**src/shared/boot_source_select_regs.svh**
```systemverilog
// Purpose: constants of the boot source selector
// Assumes: 100 MHz system clock, AHB-Lite register access
`ifndef BOOT_SOURCE_SELECT_REGS_SVH
`define BOOT_SOURCE_SELECT_REGS_SVH

// register byte offsets
`define OFS_HW_SHADOW   8'h00
`define OFS_BOOT_VECTOR 8'h04
`define OFS_BOOT_STATUS 8'h08
`define OFS_SW_PROTECT  8'h0C
`define OFS_STATUS      8'h10
`define OFS_FETCH_ADDR  8'h14
`define OFS_API_ENTRY   8'h18
`define OFS_FUSE_PROG   8'h1C

// nonvolatile byte slots
`define IDX_CFG 2'h0
`define IDX_SBV 2'h1
`define IDX_BSB 2'h2
`define IDX_SSB 2'h3

// shadow byte fields
`define CFG_SPEED_BIT 7
`define CFG_JUMP_BIT  6
`define CFG_OSC_BIT   5
`define CFG_EXPANDED_RAM_INHIBIT_BIT_BIT  3
`define CFG_LOCK_MSB  2
`define CFG_SW_MASK   8'hE0
`define CFG_TOOL_MASK 8'h0F
`define SSB_KEEP_MASK 8'hFC

// defaults of the nonvolatile bytes
`define CFG_DEFAULT 8'hBB
`define SBV_DEFAULT 8'hFC
`define BSB_DEFAULT 8'hFF
`define SSB_DEFAULT 8'hFF

// start addresses
`define ADDR_LOADER    16'hF800
`define ADDR_APP       16'h0000
`define ADDR_API_ENTRY 16'hFFF0

// status register fields
`define STS_BUSY_BIT   0
`define STS_STRAP_BIT  1
`define STS_ROM_BIT    2
`define STS_RUN_BIT    3
`define STS_TOOL_BIT   4

// program timing
`define CLK_PERIOD_NS 10
`define PROG_TIME_NS  10000000
`define PROG_CYCLES   (`PROG_TIME_NS / `CLK_PERIOD_NS)
`define PROG_CNT_W    20

`endif

```
**src/shared/boot_source_select_pkg.sv**
```systemverilog
// Purpose: types of the boot source selector
// Assumes: constants come from the _regs header
// Notes: every design module keeps its state in one struct
`include "boot_source_select_regs.svh"
package boot_source_select_pkg;

  typedef enum logic [1:0] {
    ST_HOLD   = 2'b00,
    ST_DECIDE = 2'b01,
    ST_RUN    = 2'b11
  } boot_state_t;

  typedef struct packed {
    boot_state_t st;
    logic        pin_s1;
    logic        pin_s2;
    logic        pol_s1;
    logic        pol_s2;
    logic        strap_s1;
    logic        strap_s2;
    logic        tool_s1;
    logic        tool_s2;
    logic        was_asserted;
    logic        strap_high;
    logic [15:0] fetch;
    logic        rom_sel;
    logic        run;
    logic        dbl;
    logic        osc_b;
    logic        expanded_ram_inhibit_bit_en;
    logic [2:0]  lock;
    logic        strap_oe;
    logic        wr_pend;
    logic        rd_pend;
    logic [7:0]  addr;
    logic [31:0] rdata;
    logic        ready;
    logic        resp;
    logic        prog_start;
    logic [1:0]  prog_idx;
    logic [7:0]  prog_data;
  } ctrl_state_t;

  typedef struct packed {
    logic                   busy;
    logic                   done;
    logic [`PROG_CNT_W-1:0] count;
  } timer_state_t;

  typedef struct packed {
    logic [3:0][7:0] word;
    logic [7:0]      rdata;
    logic [7:0]      cfg;
  } mem_state_t;

endpackage

```
**src/boot_fuse_mem.sv**
```systemverilog
// Purpose: nonvolatile boot bytes (shadow, vector, status, protect)
// Assumes: one write port, one registered read port
// Notes: reset loads the documented defaults
`timescale 1ns/1ps
`include "boot_source_select_regs.svh"
module boot_fuse_mem (
  input  wire logic       clk_sys_in,
  input  wire logic       reset_in,
  input  wire logic       we_in,
  input  wire logic [1:0] waddr_in,
  input  wire logic [7:0] wdata_in,
  input  wire logic [1:0] raddr_in,
  output logic      [7:0] rdata_out,
  output logic      [7:0] cfg_out
);
  import boot_source_select_pkg::*;

  mem_state_t s_r;
  mem_state_t s_nxt;

  always_comb begin
    s_nxt = s_r;
    if (we_in) begin
      s_nxt.word[waddr_in] = wdata_in;
    end
    s_nxt.rdata = s_r.word[raddr_in];
    s_nxt.cfg   = s_nxt.word[`IDX_CFG];
  end

  always_ff @(posedge clk_sys_in) begin
    if (reset_in) begin
      s_r.word[`IDX_CFG] <= `CFG_DEFAULT;
      s_r.word[`IDX_SBV] <= `SBV_DEFAULT;
      s_r.word[`IDX_BSB] <= `BSB_DEFAULT;
      s_r.word[`IDX_SSB] <= `SSB_DEFAULT;
      s_r.rdata          <= 8'h00;
      s_r.cfg            <= `CFG_DEFAULT;
    end else begin
      s_r <= s_nxt;
    end
  end

  assign rdata_out = s_r.rdata;
  assign cfg_out   = s_r.cfg;
endmodule

```
**src/boot_program_timer.sv**
```systemverilog
// Purpose: times one nonvolatile byte program operation
// Assumes: start is a one-cycle pulse, ignored while busy
// Notes: done pulses once, CYCLES edges after start
`timescale 1ns/1ps
`include "boot_source_select_regs.svh"
module boot_program_timer #(
  parameter int unsigned CYCLES = `PROG_CYCLES
) (
  input  wire logic clk_sys_in,
  input  wire logic reset_in,
  input  wire logic start_in,
  output logic      busy_out,
  output logic      done_out
);
  import boot_source_select_pkg::*;

  localparam logic [`PROG_CNT_W-1:0] LAST = `PROG_CNT_W'(CYCLES - 1);

  timer_state_t s_r;
  timer_state_t s_nxt;

  always_comb begin
    s_nxt      = s_r;
    s_nxt.done = 1'b0;
    if (s_r.busy) begin
      if (s_r.count == LAST) begin
        s_nxt.busy = 1'b0;
        s_nxt.done = 1'b1;
      end else begin
        s_nxt.count = s_r.count + 1'b1;
      end
    end else if (start_in) begin
      s_nxt.busy  = 1'b1;
      s_nxt.count = '0;
    end
  end

  always_ff @(posedge clk_sys_in) begin
    if (reset_in) begin
      s_r <= '0;
    end else begin
      s_r <= s_nxt;
    end
  end

  assign busy_out = s_r.busy;
  assign done_out = s_r.done;
endmodule

```
**src/boot_source_select.sv**
```systemverilog
// Purpose: picks the core start address at reset release, holds boot bytes
// Assumes: reset pin, polarity and strap pins are asynchronous
// Notes: registers reached over AHB-Lite, reads take one wait state
//
// The AHB-Lite slave port and the register addresses were decided locally.
`timescale 1ns/1ps
`include "boot_source_select_regs.svh"
module boot_source_select #(
  parameter int unsigned PROG_CYCLES = `PROG_CYCLES
) (
  input  wire logic        clk_sys_in,
  input  wire logic        reset_in,
  input  wire logic        reset_pin_in,
  input  wire logic        reset_polarity_select_in,
  input  wire logic        boot_strap_pin_in,
  output logic             boot_strap_pin_out,
  output logic             boot_strap_pin_oe_out,
  input  wire logic        prog_tool_mode_in,
  output logic [15:0]      fetch_start_addr_out,
  output logic             boot_rom_sel_out,
  output logic             core_run_out,
  output logic             double_speed_mode_out,
  output logic             startup_osc_b_out,
  output logic             expanded_ram_enable_out,
  output logic [2:0]       memory_lock_level_out,
  input  wire logic        hsel_in,
  input  wire logic [31:0] haddr_in,
  input  wire logic [1:0]  htrans_in,
  input  wire logic        hwrite_in,
  input  wire logic [2:0]  hsize_in,
  input  wire logic [31:0] hwdata_in,
  input  wire logic        hready_in,
  output logic [31:0]      hrdata_out,
  output logic             hreadyout_out,
  output logic             hresp_out
);
  import boot_source_select_pkg::*;

  ////////////////////////////////////////////////////////////////////////////
  // helpers

  function automatic logic [1:0] slot_of(input logic [7:0] addr);
    slot_of = (addr == `OFS_FUSE_PROG) ? `IDX_CFG : addr[3:2];
  endfunction

  function automatic logic [7:0] merge_prog(input logic [1:0] idx,
                                            input logic [7:0] cur,
                                            input logic [7:0] wd,
                                            input logic       tool);
    logic [7:0] mask;
    mask       = tool ? (`CFG_SW_MASK | `CFG_TOOL_MASK) : `CFG_SW_MASK;
    merge_prog = wd;
    if (idx == `IDX_CFG) begin
      merge_prog = (wd & mask) | (cur & ~mask);
    end else if (idx == `IDX_SSB) begin
      merge_prog = wd | `SSB_KEEP_MASK;
    end
  endfunction

  ////////////////////////////////////////////////////////////////////////////
  // storage and program timer

  ctrl_state_t s_r;
  ctrl_state_t s_nxt;
  logic        timer_busy;
  logic        timer_done;
  logic [7:0]  mem_rdata;
  logic [7:0]  cfg;
  logic [1:0]  mem_raddr;
  logic        asserted;
  logic        take;
  logic        busy;

  assign mem_raddr = slot_of(haddr_in[7:0]);

  boot_fuse_mem u_mem (
    .clk_sys_in (clk_sys_in),
    .reset_in   (reset_in),
    .we_in      (timer_done),
    .waddr_in   (s_r.prog_idx),
    .wdata_in   (s_r.prog_data),
    .raddr_in   (mem_raddr),
    .rdata_out  (mem_rdata),
    .cfg_out    (cfg)
  );

  boot_program_timer #(
    .CYCLES (PROG_CYCLES)
  ) u_timer (
    .clk_sys_in (clk_sys_in),
    .reset_in   (reset_in),
    .start_in   (s_r.prog_start),
    .busy_out   (timer_busy),
    .done_out   (timer_done)
  );

  ////////////////////////////////////////////////////////////////////////////
  // next state

  always_comb begin
    s_nxt            = s_r;
    s_nxt.pin_s1     = reset_pin_in;
    s_nxt.pin_s2     = s_r.pin_s1;
    s_nxt.pol_s1     = reset_polarity_select_in;
    s_nxt.pol_s2     = s_r.pol_s1;
    s_nxt.strap_s1   = boot_strap_pin_in;
    s_nxt.strap_s2   = s_r.strap_s1;
    s_nxt.tool_s1    = prog_tool_mode_in;
    s_nxt.tool_s2    = s_r.tool_s1;
    s_nxt.prog_start = 1'b0;
    s_nxt.resp       = 1'b0;
    // polarity one: reset active high, released on the falling edge
    asserted           = (s_r.pin_s2 == s_r.pol_s2);
    s_nxt.was_asserted = asserted;

    case (s_r.st)
      ST_HOLD: begin
        s_nxt.run      = 1'b0;
        s_nxt.strap_oe = 1'b0;
        if (s_r.was_asserted && !asserted) begin
          s_nxt.strap_high = s_r.strap_s2;
          s_nxt.st         = ST_DECIDE;
        end
      end
      ST_DECIDE: begin
        if (!s_r.strap_high) begin
          s_nxt.fetch   = `ADDR_LOADER;
          s_nxt.rom_sel = 1'b1;
        end else if (!cfg[`CFG_JUMP_BIT]) begin
          s_nxt.fetch   = `ADDR_LOADER;
          s_nxt.rom_sel = 1'b1;
        end else begin
          s_nxt.fetch   = `ADDR_APP;
          s_nxt.rom_sel = 1'b0;
        end
        s_nxt.dbl     = !cfg[`CFG_SPEED_BIT];
        s_nxt.osc_b   = !cfg[`CFG_OSC_BIT];
        s_nxt.expanded_ram_inhibit_bit_en = cfg[`CFG_EXPANDED_RAM_INHIBIT_BIT_BIT];
        s_nxt.lock    = cfg[`CFG_LOCK_MSB:0];
        s_nxt.st      = ST_RUN;
      end
      ST_RUN: begin
        s_nxt.run      = 1'b1;
        s_nxt.strap_oe = 1'b1;
      end
      default: begin
        s_nxt.st = ST_HOLD;
      end
    endcase

    if (asserted) begin
      s_nxt.st       = ST_HOLD;
      s_nxt.run      = 1'b0;
      s_nxt.strap_oe = 1'b0;
    end

    // bus data phase of a read
    if (s_r.rd_pend) begin
      s_nxt.rd_pend = 1'b0;
      s_nxt.ready   = 1'b1;
      case (s_r.addr)
        `OFS_HW_SHADOW:   s_nxt.rdata = {24'h00_0000, cfg};
        `OFS_BOOT_VECTOR: s_nxt.rdata = {24'h00_0000, mem_rdata};
        `OFS_BOOT_STATUS: s_nxt.rdata = {24'h00_0000, mem_rdata};
        `OFS_SW_PROTECT:  s_nxt.rdata = {24'h00_0000, mem_rdata};
        `OFS_STATUS: begin
          s_nxt.rdata                 = 32'h0000_0000;
          s_nxt.rdata[`STS_BUSY_BIT]  = timer_busy | s_r.prog_start;
          s_nxt.rdata[`STS_STRAP_BIT] = !s_r.strap_high;
          s_nxt.rdata[`STS_ROM_BIT]   = s_r.rom_sel;
          s_nxt.rdata[`STS_RUN_BIT]   = s_r.run;
          s_nxt.rdata[`STS_TOOL_BIT]  = s_r.tool_s2;
        end
        `OFS_FETCH_ADDR:  s_nxt.rdata = {16'h0000, s_r.fetch};
        `OFS_API_ENTRY:   s_nxt.rdata = {16'h0000, `ADDR_API_ENTRY};
        default:          s_nxt.rdata = 32'h0000_0000;
      endcase
    end

    // bus data phase of a write: vector, status, protect or fuse write starts one program operation if idle
    busy = timer_busy | s_r.prog_start;
    if (s_r.wr_pend) begin
      s_nxt.wr_pend = 1'b0;
      if (!busy) begin
        case (s_r.addr)
          `OFS_BOOT_VECTOR, `OFS_BOOT_STATUS, `OFS_SW_PROTECT, `OFS_FUSE_PROG: begin
            s_nxt.prog_start = 1'b1;
            s_nxt.prog_idx   = slot_of(s_r.addr);
            s_nxt.prog_data  = merge_prog(slot_of(s_r.addr), cfg, hwdata_in[7:0], s_r.tool_s2);
          end
          default: begin
            s_nxt.prog_start = 1'b0;
          end
        endcase
      end
    end

    // bus address phase
    take = hsel_in && htrans_in[1] && hready_in;
    if (take) begin
      s_nxt.addr    = haddr_in[7:0];
      s_nxt.rd_pend = !hwrite_in;
      s_nxt.wr_pend = hwrite_in;
      s_nxt.ready   = hwrite_in;
    end
  end

  always_ff @(posedge clk_sys_in) begin
    if (reset_in) begin
      s_r              <= '0;
      s_r.was_asserted <= 1'b1;
      s_r.strap_high   <= 1'b1;
      s_r.ready        <= 1'b1;
    end else begin
      s_r <= s_nxt;
    end
  end

  ////////////////////////////////////////////////////////////////////////////
  // outputs

  assign boot_strap_pin_out      = s_r.strap_oe;
  assign boot_strap_pin_oe_out   = s_r.strap_oe;
  assign fetch_start_addr_out    = s_r.fetch;
  assign boot_rom_sel_out        = s_r.rom_sel;
  assign core_run_out            = s_r.run;
  assign double_speed_mode_out   = s_r.dbl;
  assign startup_osc_b_out       = s_r.osc_b;
  assign expanded_ram_enable_out = s_r.expanded_ram_inhibit_bit_en;
  assign memory_lock_level_out   = s_r.lock;
  assign hrdata_out              = s_r.rdata;
  assign hreadyout_out           = s_r.ready;
  assign hresp_out               = s_r.resp;
endmodule

```
**config.mk**
```make
export PLATFORM = sky130hd
export DESIGN_NAME = boot_source_select
export DESIGN_NICKNAME = d
export VERILOG_FILES = /design/src/shared/boot_source_select_pkg.sv /design/src/boot_fuse_mem.sv /design/src/boot_program_timer.sv /design/src/boot_source_select.sv
export VERILOG_INCLUDE_DIRS = /design/src /design/src/shared
export SDC_FILE = /design/constraint.sdc
export NUM_CORES = 1
export LEC_CHECK = 0
export ABC_AREA = 1
export BUFFER_PORTS_ARGS = -buffer_cell sky130_fd_sc_hd__buf_2
export CELL_PAD_IN_SITES_DETAIL_PLACEMENT = 0
export CELL_PAD_IN_SITES_GLOBAL_PLACEMENT = 1
export CORE_MARGIN = 8
export CORE_UTILIZATION = 38
export DETAILED_ROUTE_END_ITERATION = 6
export HOLD_SLACK_MARGIN = 0.08
export MAX_ROUTING_LAYER = met4
export PLACE_DENSITY = 0.78
export SYNTH_ARGS = -nofsm -noshare
export SYNTH_HDL_FRONTEND = slang
export SYNTH_SLANG_ARGS = --single-unit
```
**constraint.sdc**
```tcl
create_clock -name clk_sys_in -period 2.05 [get_ports clk_sys_in]
set_input_delay 0.205 -clock clk_sys_in [delete_from_list [all_inputs] [get_ports clk_sys_in]]
set_output_delay 0.205 -clock clk_sys_in [all_outputs]
set_load 0.1 [all_outputs]
```
Word level (Yosys, flattened, before mapping)
Index checks and enable logic that the tools add are counted.
Storage, ports and cells
  input bits: 78
  latch bits: 0
  bits in read-only memories: 0
  bits in writable memories: 0
  word-level logic and storage cells: 114
  flip-flop bits (word level): 136
  output and inout port bits: 60
  memories: 0
Operators by class
  div/mod/pow operators: 0
  bitwise operators: 10
  $lt $le $gt $ge: 3
  shift operators: 0
  eq/ne operators: 15
  $mul: 0
  multiplexer cells: 26
  reductions and logical operators: 25
  add/sub/neg operators: 1
Operator list (count)
  $pmux 16 s5: 1
  $mux 20: 3
  $eq 8x5->1 const B: 5
  $mux 8: 5
  $mux 17: 2
  $bwmux 32: 1
  $add 20x1->20 const B: 1
  $eq 20x20->1 const B: 1
  $and 8x8->8: 2
  $bmux 8 s2: 1
  $demux 8 s2: 1
  $eq 8x4->1 const B: 2
  $eq 8x3->1 const B: 1
  $logic_not 8->1: 1
  $mux 2: 4
  $not 8->8: 1
  $or 8x8->8: 1
  $lt 2x3->1 const B: 2
  $pmux 2 s3: 1
  $reduce_and 2->1: 3
  $reduce_bool 2->1: 3
  $reduce_or 2->1: 3
  $reduce_or 3->1: 2
  $logic_not 1->1: 5
  14 further kinds: 28

Logic depth before layout (Yosys ltp)
  word-level depth: 6
  depth in mapped cells: 10
  gate-level depth less buffers: 10

Modules after synthesis
A second synthesis with hierarchy kept.
Unflattened totals
  cells, all modules: 832
  area total of the unflattened synthesis: 5921.9 µm²
Modules (own cells, without submodules)
  boot_source_select: instances 1, sequential area each 1041.0 µm², area each 2703.8 µm², cells an instance 371
  boot_fuse_mem: instances 1, sequential area each 800.8 µm², area each 1924.3 µm², cells an instance 255
  boot_program_timer: instances 1, sequential area each 440.4 µm², area each 1293.7 µm², cells an instance 206

Least setup slack after synthesis
Ideal clock, no wire load.
  kind: reg2out
  start point: register, netlist name fetch_start_addr_out[14]
  end point: output port fetch_start_addr_out[11]
  required time: 1845 ps
  arrival time: 1476 ps
  path slack: 369 ps
  cell stages (with the launch flop): 2
  path buffers: 1
  cells stage by stage: dfxtp_1 buf_4
RTL lines
  to (decl): RTL line boot_source_select.sv:19  | output logic [15:0] fetch_start_addr_out,

Worst setup path after layout
  start point: register u_timer.s_r[0] in the netlist's numbering
  end point: register u_timer.s_r[3] in the netlist's numbering
Between the ends
  longest elaborated chain between the ends: 3
  elaborated cells on any way between the ends: 6
  those cells by class: 1 x add/sub; 2 x eq/ne; 2 x mux; 1 x reduce/logical
Ends and longest elaborated chain
  from (decl): RTL line boot_program_timer.sv:19  | timer_state_t s_r;
  from (signal assigned): RTL line boot_program_timer.sv:42  | s_r <= s_nxt;
  $add 20x1->20 or $eq 20x20->1 (tied branches): RTL line boot_program_timer.sv:30, boot_program_timer.sv:26
  $mux 20 or $ne 2x2->1 (tied branches)
  $mux 20 or $reduce_and 2->1 (tied branches)
Parallel ways exist; a longest one is shown, timed or not. The select of a mux whose other input is x is not followed.
A chain may end at the register's enable or synchronous reset.

==> insert_results.sql <==
INSERT INTO impl_metrics (metric_group, metric, value, unit) VALUES
('place', 'dpl.cell_count', '986', ''),
('worst_setup_path', 'worstPathCellList', 'ha_1, nand3_2, nor2_4, nand3_2, nor2_2, nor2_2, buf_4, nand2_1, nand2_1, a21oi_1', ''),
('timing', 'tns', '0', 'ns'),
('floorplan', 'die_area', '0.0191', 'mm^2'),
('routing', 'met3RoutedLength', '792', 'um'),
('power_and_ir_drop', 'power_density', '872', 'mW/mm^2'),
('global_routing', 'largest_net_degree_at_the_start_of_global_routing', '53', ''),
('routing', 'detailedRoute.firstPassIterationCount', '5', ''),
('min_path', 'min_path_type', 'in2reg', ''),
('finish', 'final_design_area_no_fill', '0.00658', 'mm^2'),
('worst_setup_path', 'timing.critical_path.buf_inv', '1', ''),
('worst_setup_path', 'crit_cells', '10', ''),
('routing', 'via_per_inst', '4.78', ''),
('power_and_ir_drop', 'power.combinational.fraction', '10.8', '%'),
('floorplan', 'die_h', '138', 'um'),
('power_and_ir_drop', 'power.ir.vdd_worst', '0.000574', 'V'),
('min_path', 'min_delay_path_depth', '3', ''),
('finish', 'final_layout_size_suffix_gt1_share', '17.5', '%'),
('worst_setup_path', 'r2r_end', 'u_timer.s_r[3]$_SDFFE_PP0P_', ''),
('routing', 'drt_iter0_drc', '354', ''),
('logic_synthesis', 'yosys.cell_count.top_type', 'sky130_fd_sc_hd__nand2_1', ''),
('routing', 'final_antenna_net_count', '0', ''),
('finish', 'area_growth_syn_to_layout', '16.3', '%'),
('run_status', 'outcome', 'finished clean', ''),
('global_routing', 'antenna_found_initial', '0', ''),
('logic_synthesis', 'most_frequent_cells_after_synthesis', '178 x sky130_fd_sc_hd__nand2_1, 114 x sky130_fd_sc_hd__dfxtp_1, 80 x sky130_fd_sc_hd__nor2_1', ''),
('logic_synthesis', 'synth_sequential_area_ratio', '40.3', '%'),
('power_and_ir_drop', 'swShare', '26.6', '%'),
('timing', 'max_freq', '576', 'MHz'),
('timing', 'clock-skew-final', '0.00847', 'ns'),
('clock_network', 'cts_setup_buffers', '0', ''),
('worst_setup_path', 'regToRegStartpoint', 'u_timer.s_r[0]$_SDFFE_PP0P_', ''),
('logic_synthesis', 'postSynthAreaPerCell', '7.27', 'um^2'),
('clock_network', 'clock_sink_count', '114', ''),
('global_routing', 'globalRouteOverflowTotal', '0', ''),
('floorplan', 'die_w', '138', 'um'),
('timing', 'unrepaired_setup_endpoints_after_global_routing', 'no', ''),
('clock_network', 'h-tree-depth', '4', ''),
('power_and_ir_drop', 'power_report.internal_total', '4210', 'uW'),
('routing', 'vias', '4928', ''),
('routing', 'routed_wirelength_normalized_by_instance_count', '13.8', 'um'),
('power_and_ir_drop', 'p_seq_share', '39.6', '%'),
('worst_setup_path', 'r2r_cells', '10', ''),
('finish', 'fillCellCount', '1527', ''),
('place', 'postPlaceCellArea', '0.00587', 'mm^2'),
('worst_setup_path', 'worst_setup_path_class', 'reg2reg', ''),
('logic_synthesis', 'post_synth_inst_count', '779', ''),
('finish', 'antenna-diode-count', '0', ''),
('logic_synthesis', 'dominantRegCellSynth', 'sky130_fd_sc_hd__dfxtp_1', ''),
('clock_network', 'cts-hold-fix-buffers', '14', ''),
('worst_setup_path', 'critPathTopFamily', 'simple AND/OR/NAND/NOR gates', ''),
('power_and_ir_drop', 'power_switching', '1530', 'uW'),
('worst_setup_path', 'r2r_slack', '0.31', 'ns'),
('floorplan', 'coreArea', '0.0145', 'mm^2'),
('clock_network', 'cts_root_buf', 'sky130_fd_sc_hd__clkbuf_16', ''),
('worst_setup_path', 'critical-path-slowest-cell', 'sky130_fd_sc_hd__dfxtp_1', ''),
('timing', 'setup_viol_count_final', '0', ''),
('place', 'place.gp.congestion', '0.833', ''),
('routing', 'route.final.wire_length', '14300', 'um'),
('worst_setup_path', 'setup.worst_path.start_class', 'flop', ''),
('logic_synthesis', 'netlist_area', '0.00566', 'mm^2'),
('logic_synthesis', 'synth.top_cell.area_share', '40.3', '%'),
('timing', 'timing.final.hold_violations', '0', ''),
('timing', 'slew_limit_fails', '0', ''),
('clock_network', 'postCtsResizedCells', '0', ''),
('floorplan', 'io_pins', '138', ''),
('routing', 'route.layer.met1.wl', '7370', 'um'),
('logic_synthesis', 'synthesis.yosys.warnings', '0', ''),
('logic_synthesis', 'synth_edf_count', '0', ''),
('routing', 'drc', '0', ''),
('place', 'detailed_place_hpwl', '10600', 'um');
[tightest hold or removal path, stage by stage]
cell and delay (ns):
sky130_fd_sc_hd__buf_2 0.09, sky130_fd_sc_hd__o21ai_0 0.08, sky130_fd_sc_hd__a21oi_1 0.11
[registers in the layout, summed over array words and instances, names as in the netlist, 3 cells and up]
name and cells:
hrdata_out 10, memory_lock_level_out 3, s_nxt 4, s_r 29, u_mem.cfg_out 8, u_mem.rdata_out 8, u_mem.s_r 24, u_timer.s_r 20
[cell usage in the layout, fill, tap and decap left out, drive strengths merged, types with 4 or more instances in the layout]
master and instances:
clkinv 7, nor3 21, nand2 182, conb 28, clkbuf 22, nand3b 5, buf 73, ha 4
nand3 74, inv 79, o22ai 4, nand4 11, o211ai 8, o21ai 49, a21oi 51, dlygate4sd3 14
dfxtp 114, nor2 88
[power by group through the flow]
stage                     clock network (uW)  logic (uW)  registers [uW]
after floorplan                            0         526            2340
after CTS                               2900         618            2280
after global routing                    3010         662            2280
after global placement                     0         597            2320
after detailed placement                   0         597            2320
final                                   2850         618            2280
[cells by family after synthesis]
group	synth area share (%)
AND/OR/NAND/NOR	31.8
buffers and inverters	14.9
AO/OA/AOI/OAI	11.5
flip-flops	40.3
adder cells (fa/ha/maj)	0.884
XOR/XNOR	0.310
other	0.0662
multiplexers	0.177
[through the flow]
stage	power [uW]	setup slack (ns)	hold slack (ns)	utilization, %
after CTS	5800	0.290	0.0927	45.3
after detailed placement	2920	0.294	0.396	40.4
after floorplan	2870	0.369	0.277	-
final	5740	0.313	0.105	45.3
after global placement	2920	0.330	0.396	40.4
after global routing	5950	0.102	0.111	45.3
[area by class of cell]
| class | count | area, um^2 | share of cell area (%) |
|---|---|---|---|
| multi-input combinational | 535 | 2640 | 40.1 |
| sequential | 114 | 2280 | 34.7 |
| timing repair buffer | 87 | 558 | 8.48 |
| clock buffer | 22 | 464 | 7.05 |
| inverter | 80 | 303 | 4.60 |
| tap | 184 | 230 | 3.50 |
| clock inverter | 10 | 109 | 1.65 |
[how the worst min path moves through the flow]
stage / endpoint / slack, ns
4_1_cts: s_r[4]$_SDFFE_PP0P_ / 0.09
6_report: s_r[4]$_SDFFE_PP0P_ / 0.10
2_1_floorplan: s_r[53]$_SDFF_PP0_ / 0.28
5_1_grt: s_r[46]$_SDFFE_PP0P_ / 0.11
3_3_place_gp: s_r[86]$_SDFF_PP0_ / 0.40
3_5_place_dp: s_r[88]$_SDFF_PP0_ / 0.40
[per-layer routing]
layer / vias up / global-route usage, %
li1: 2546 / -
met1: 2231 / 21.3
met2: 135 / 22.2
met3: 16 / 4.08
met4: 0 / 5.84
met5: - / -
No activity file was read; power rests on OpenSTA's default activity.
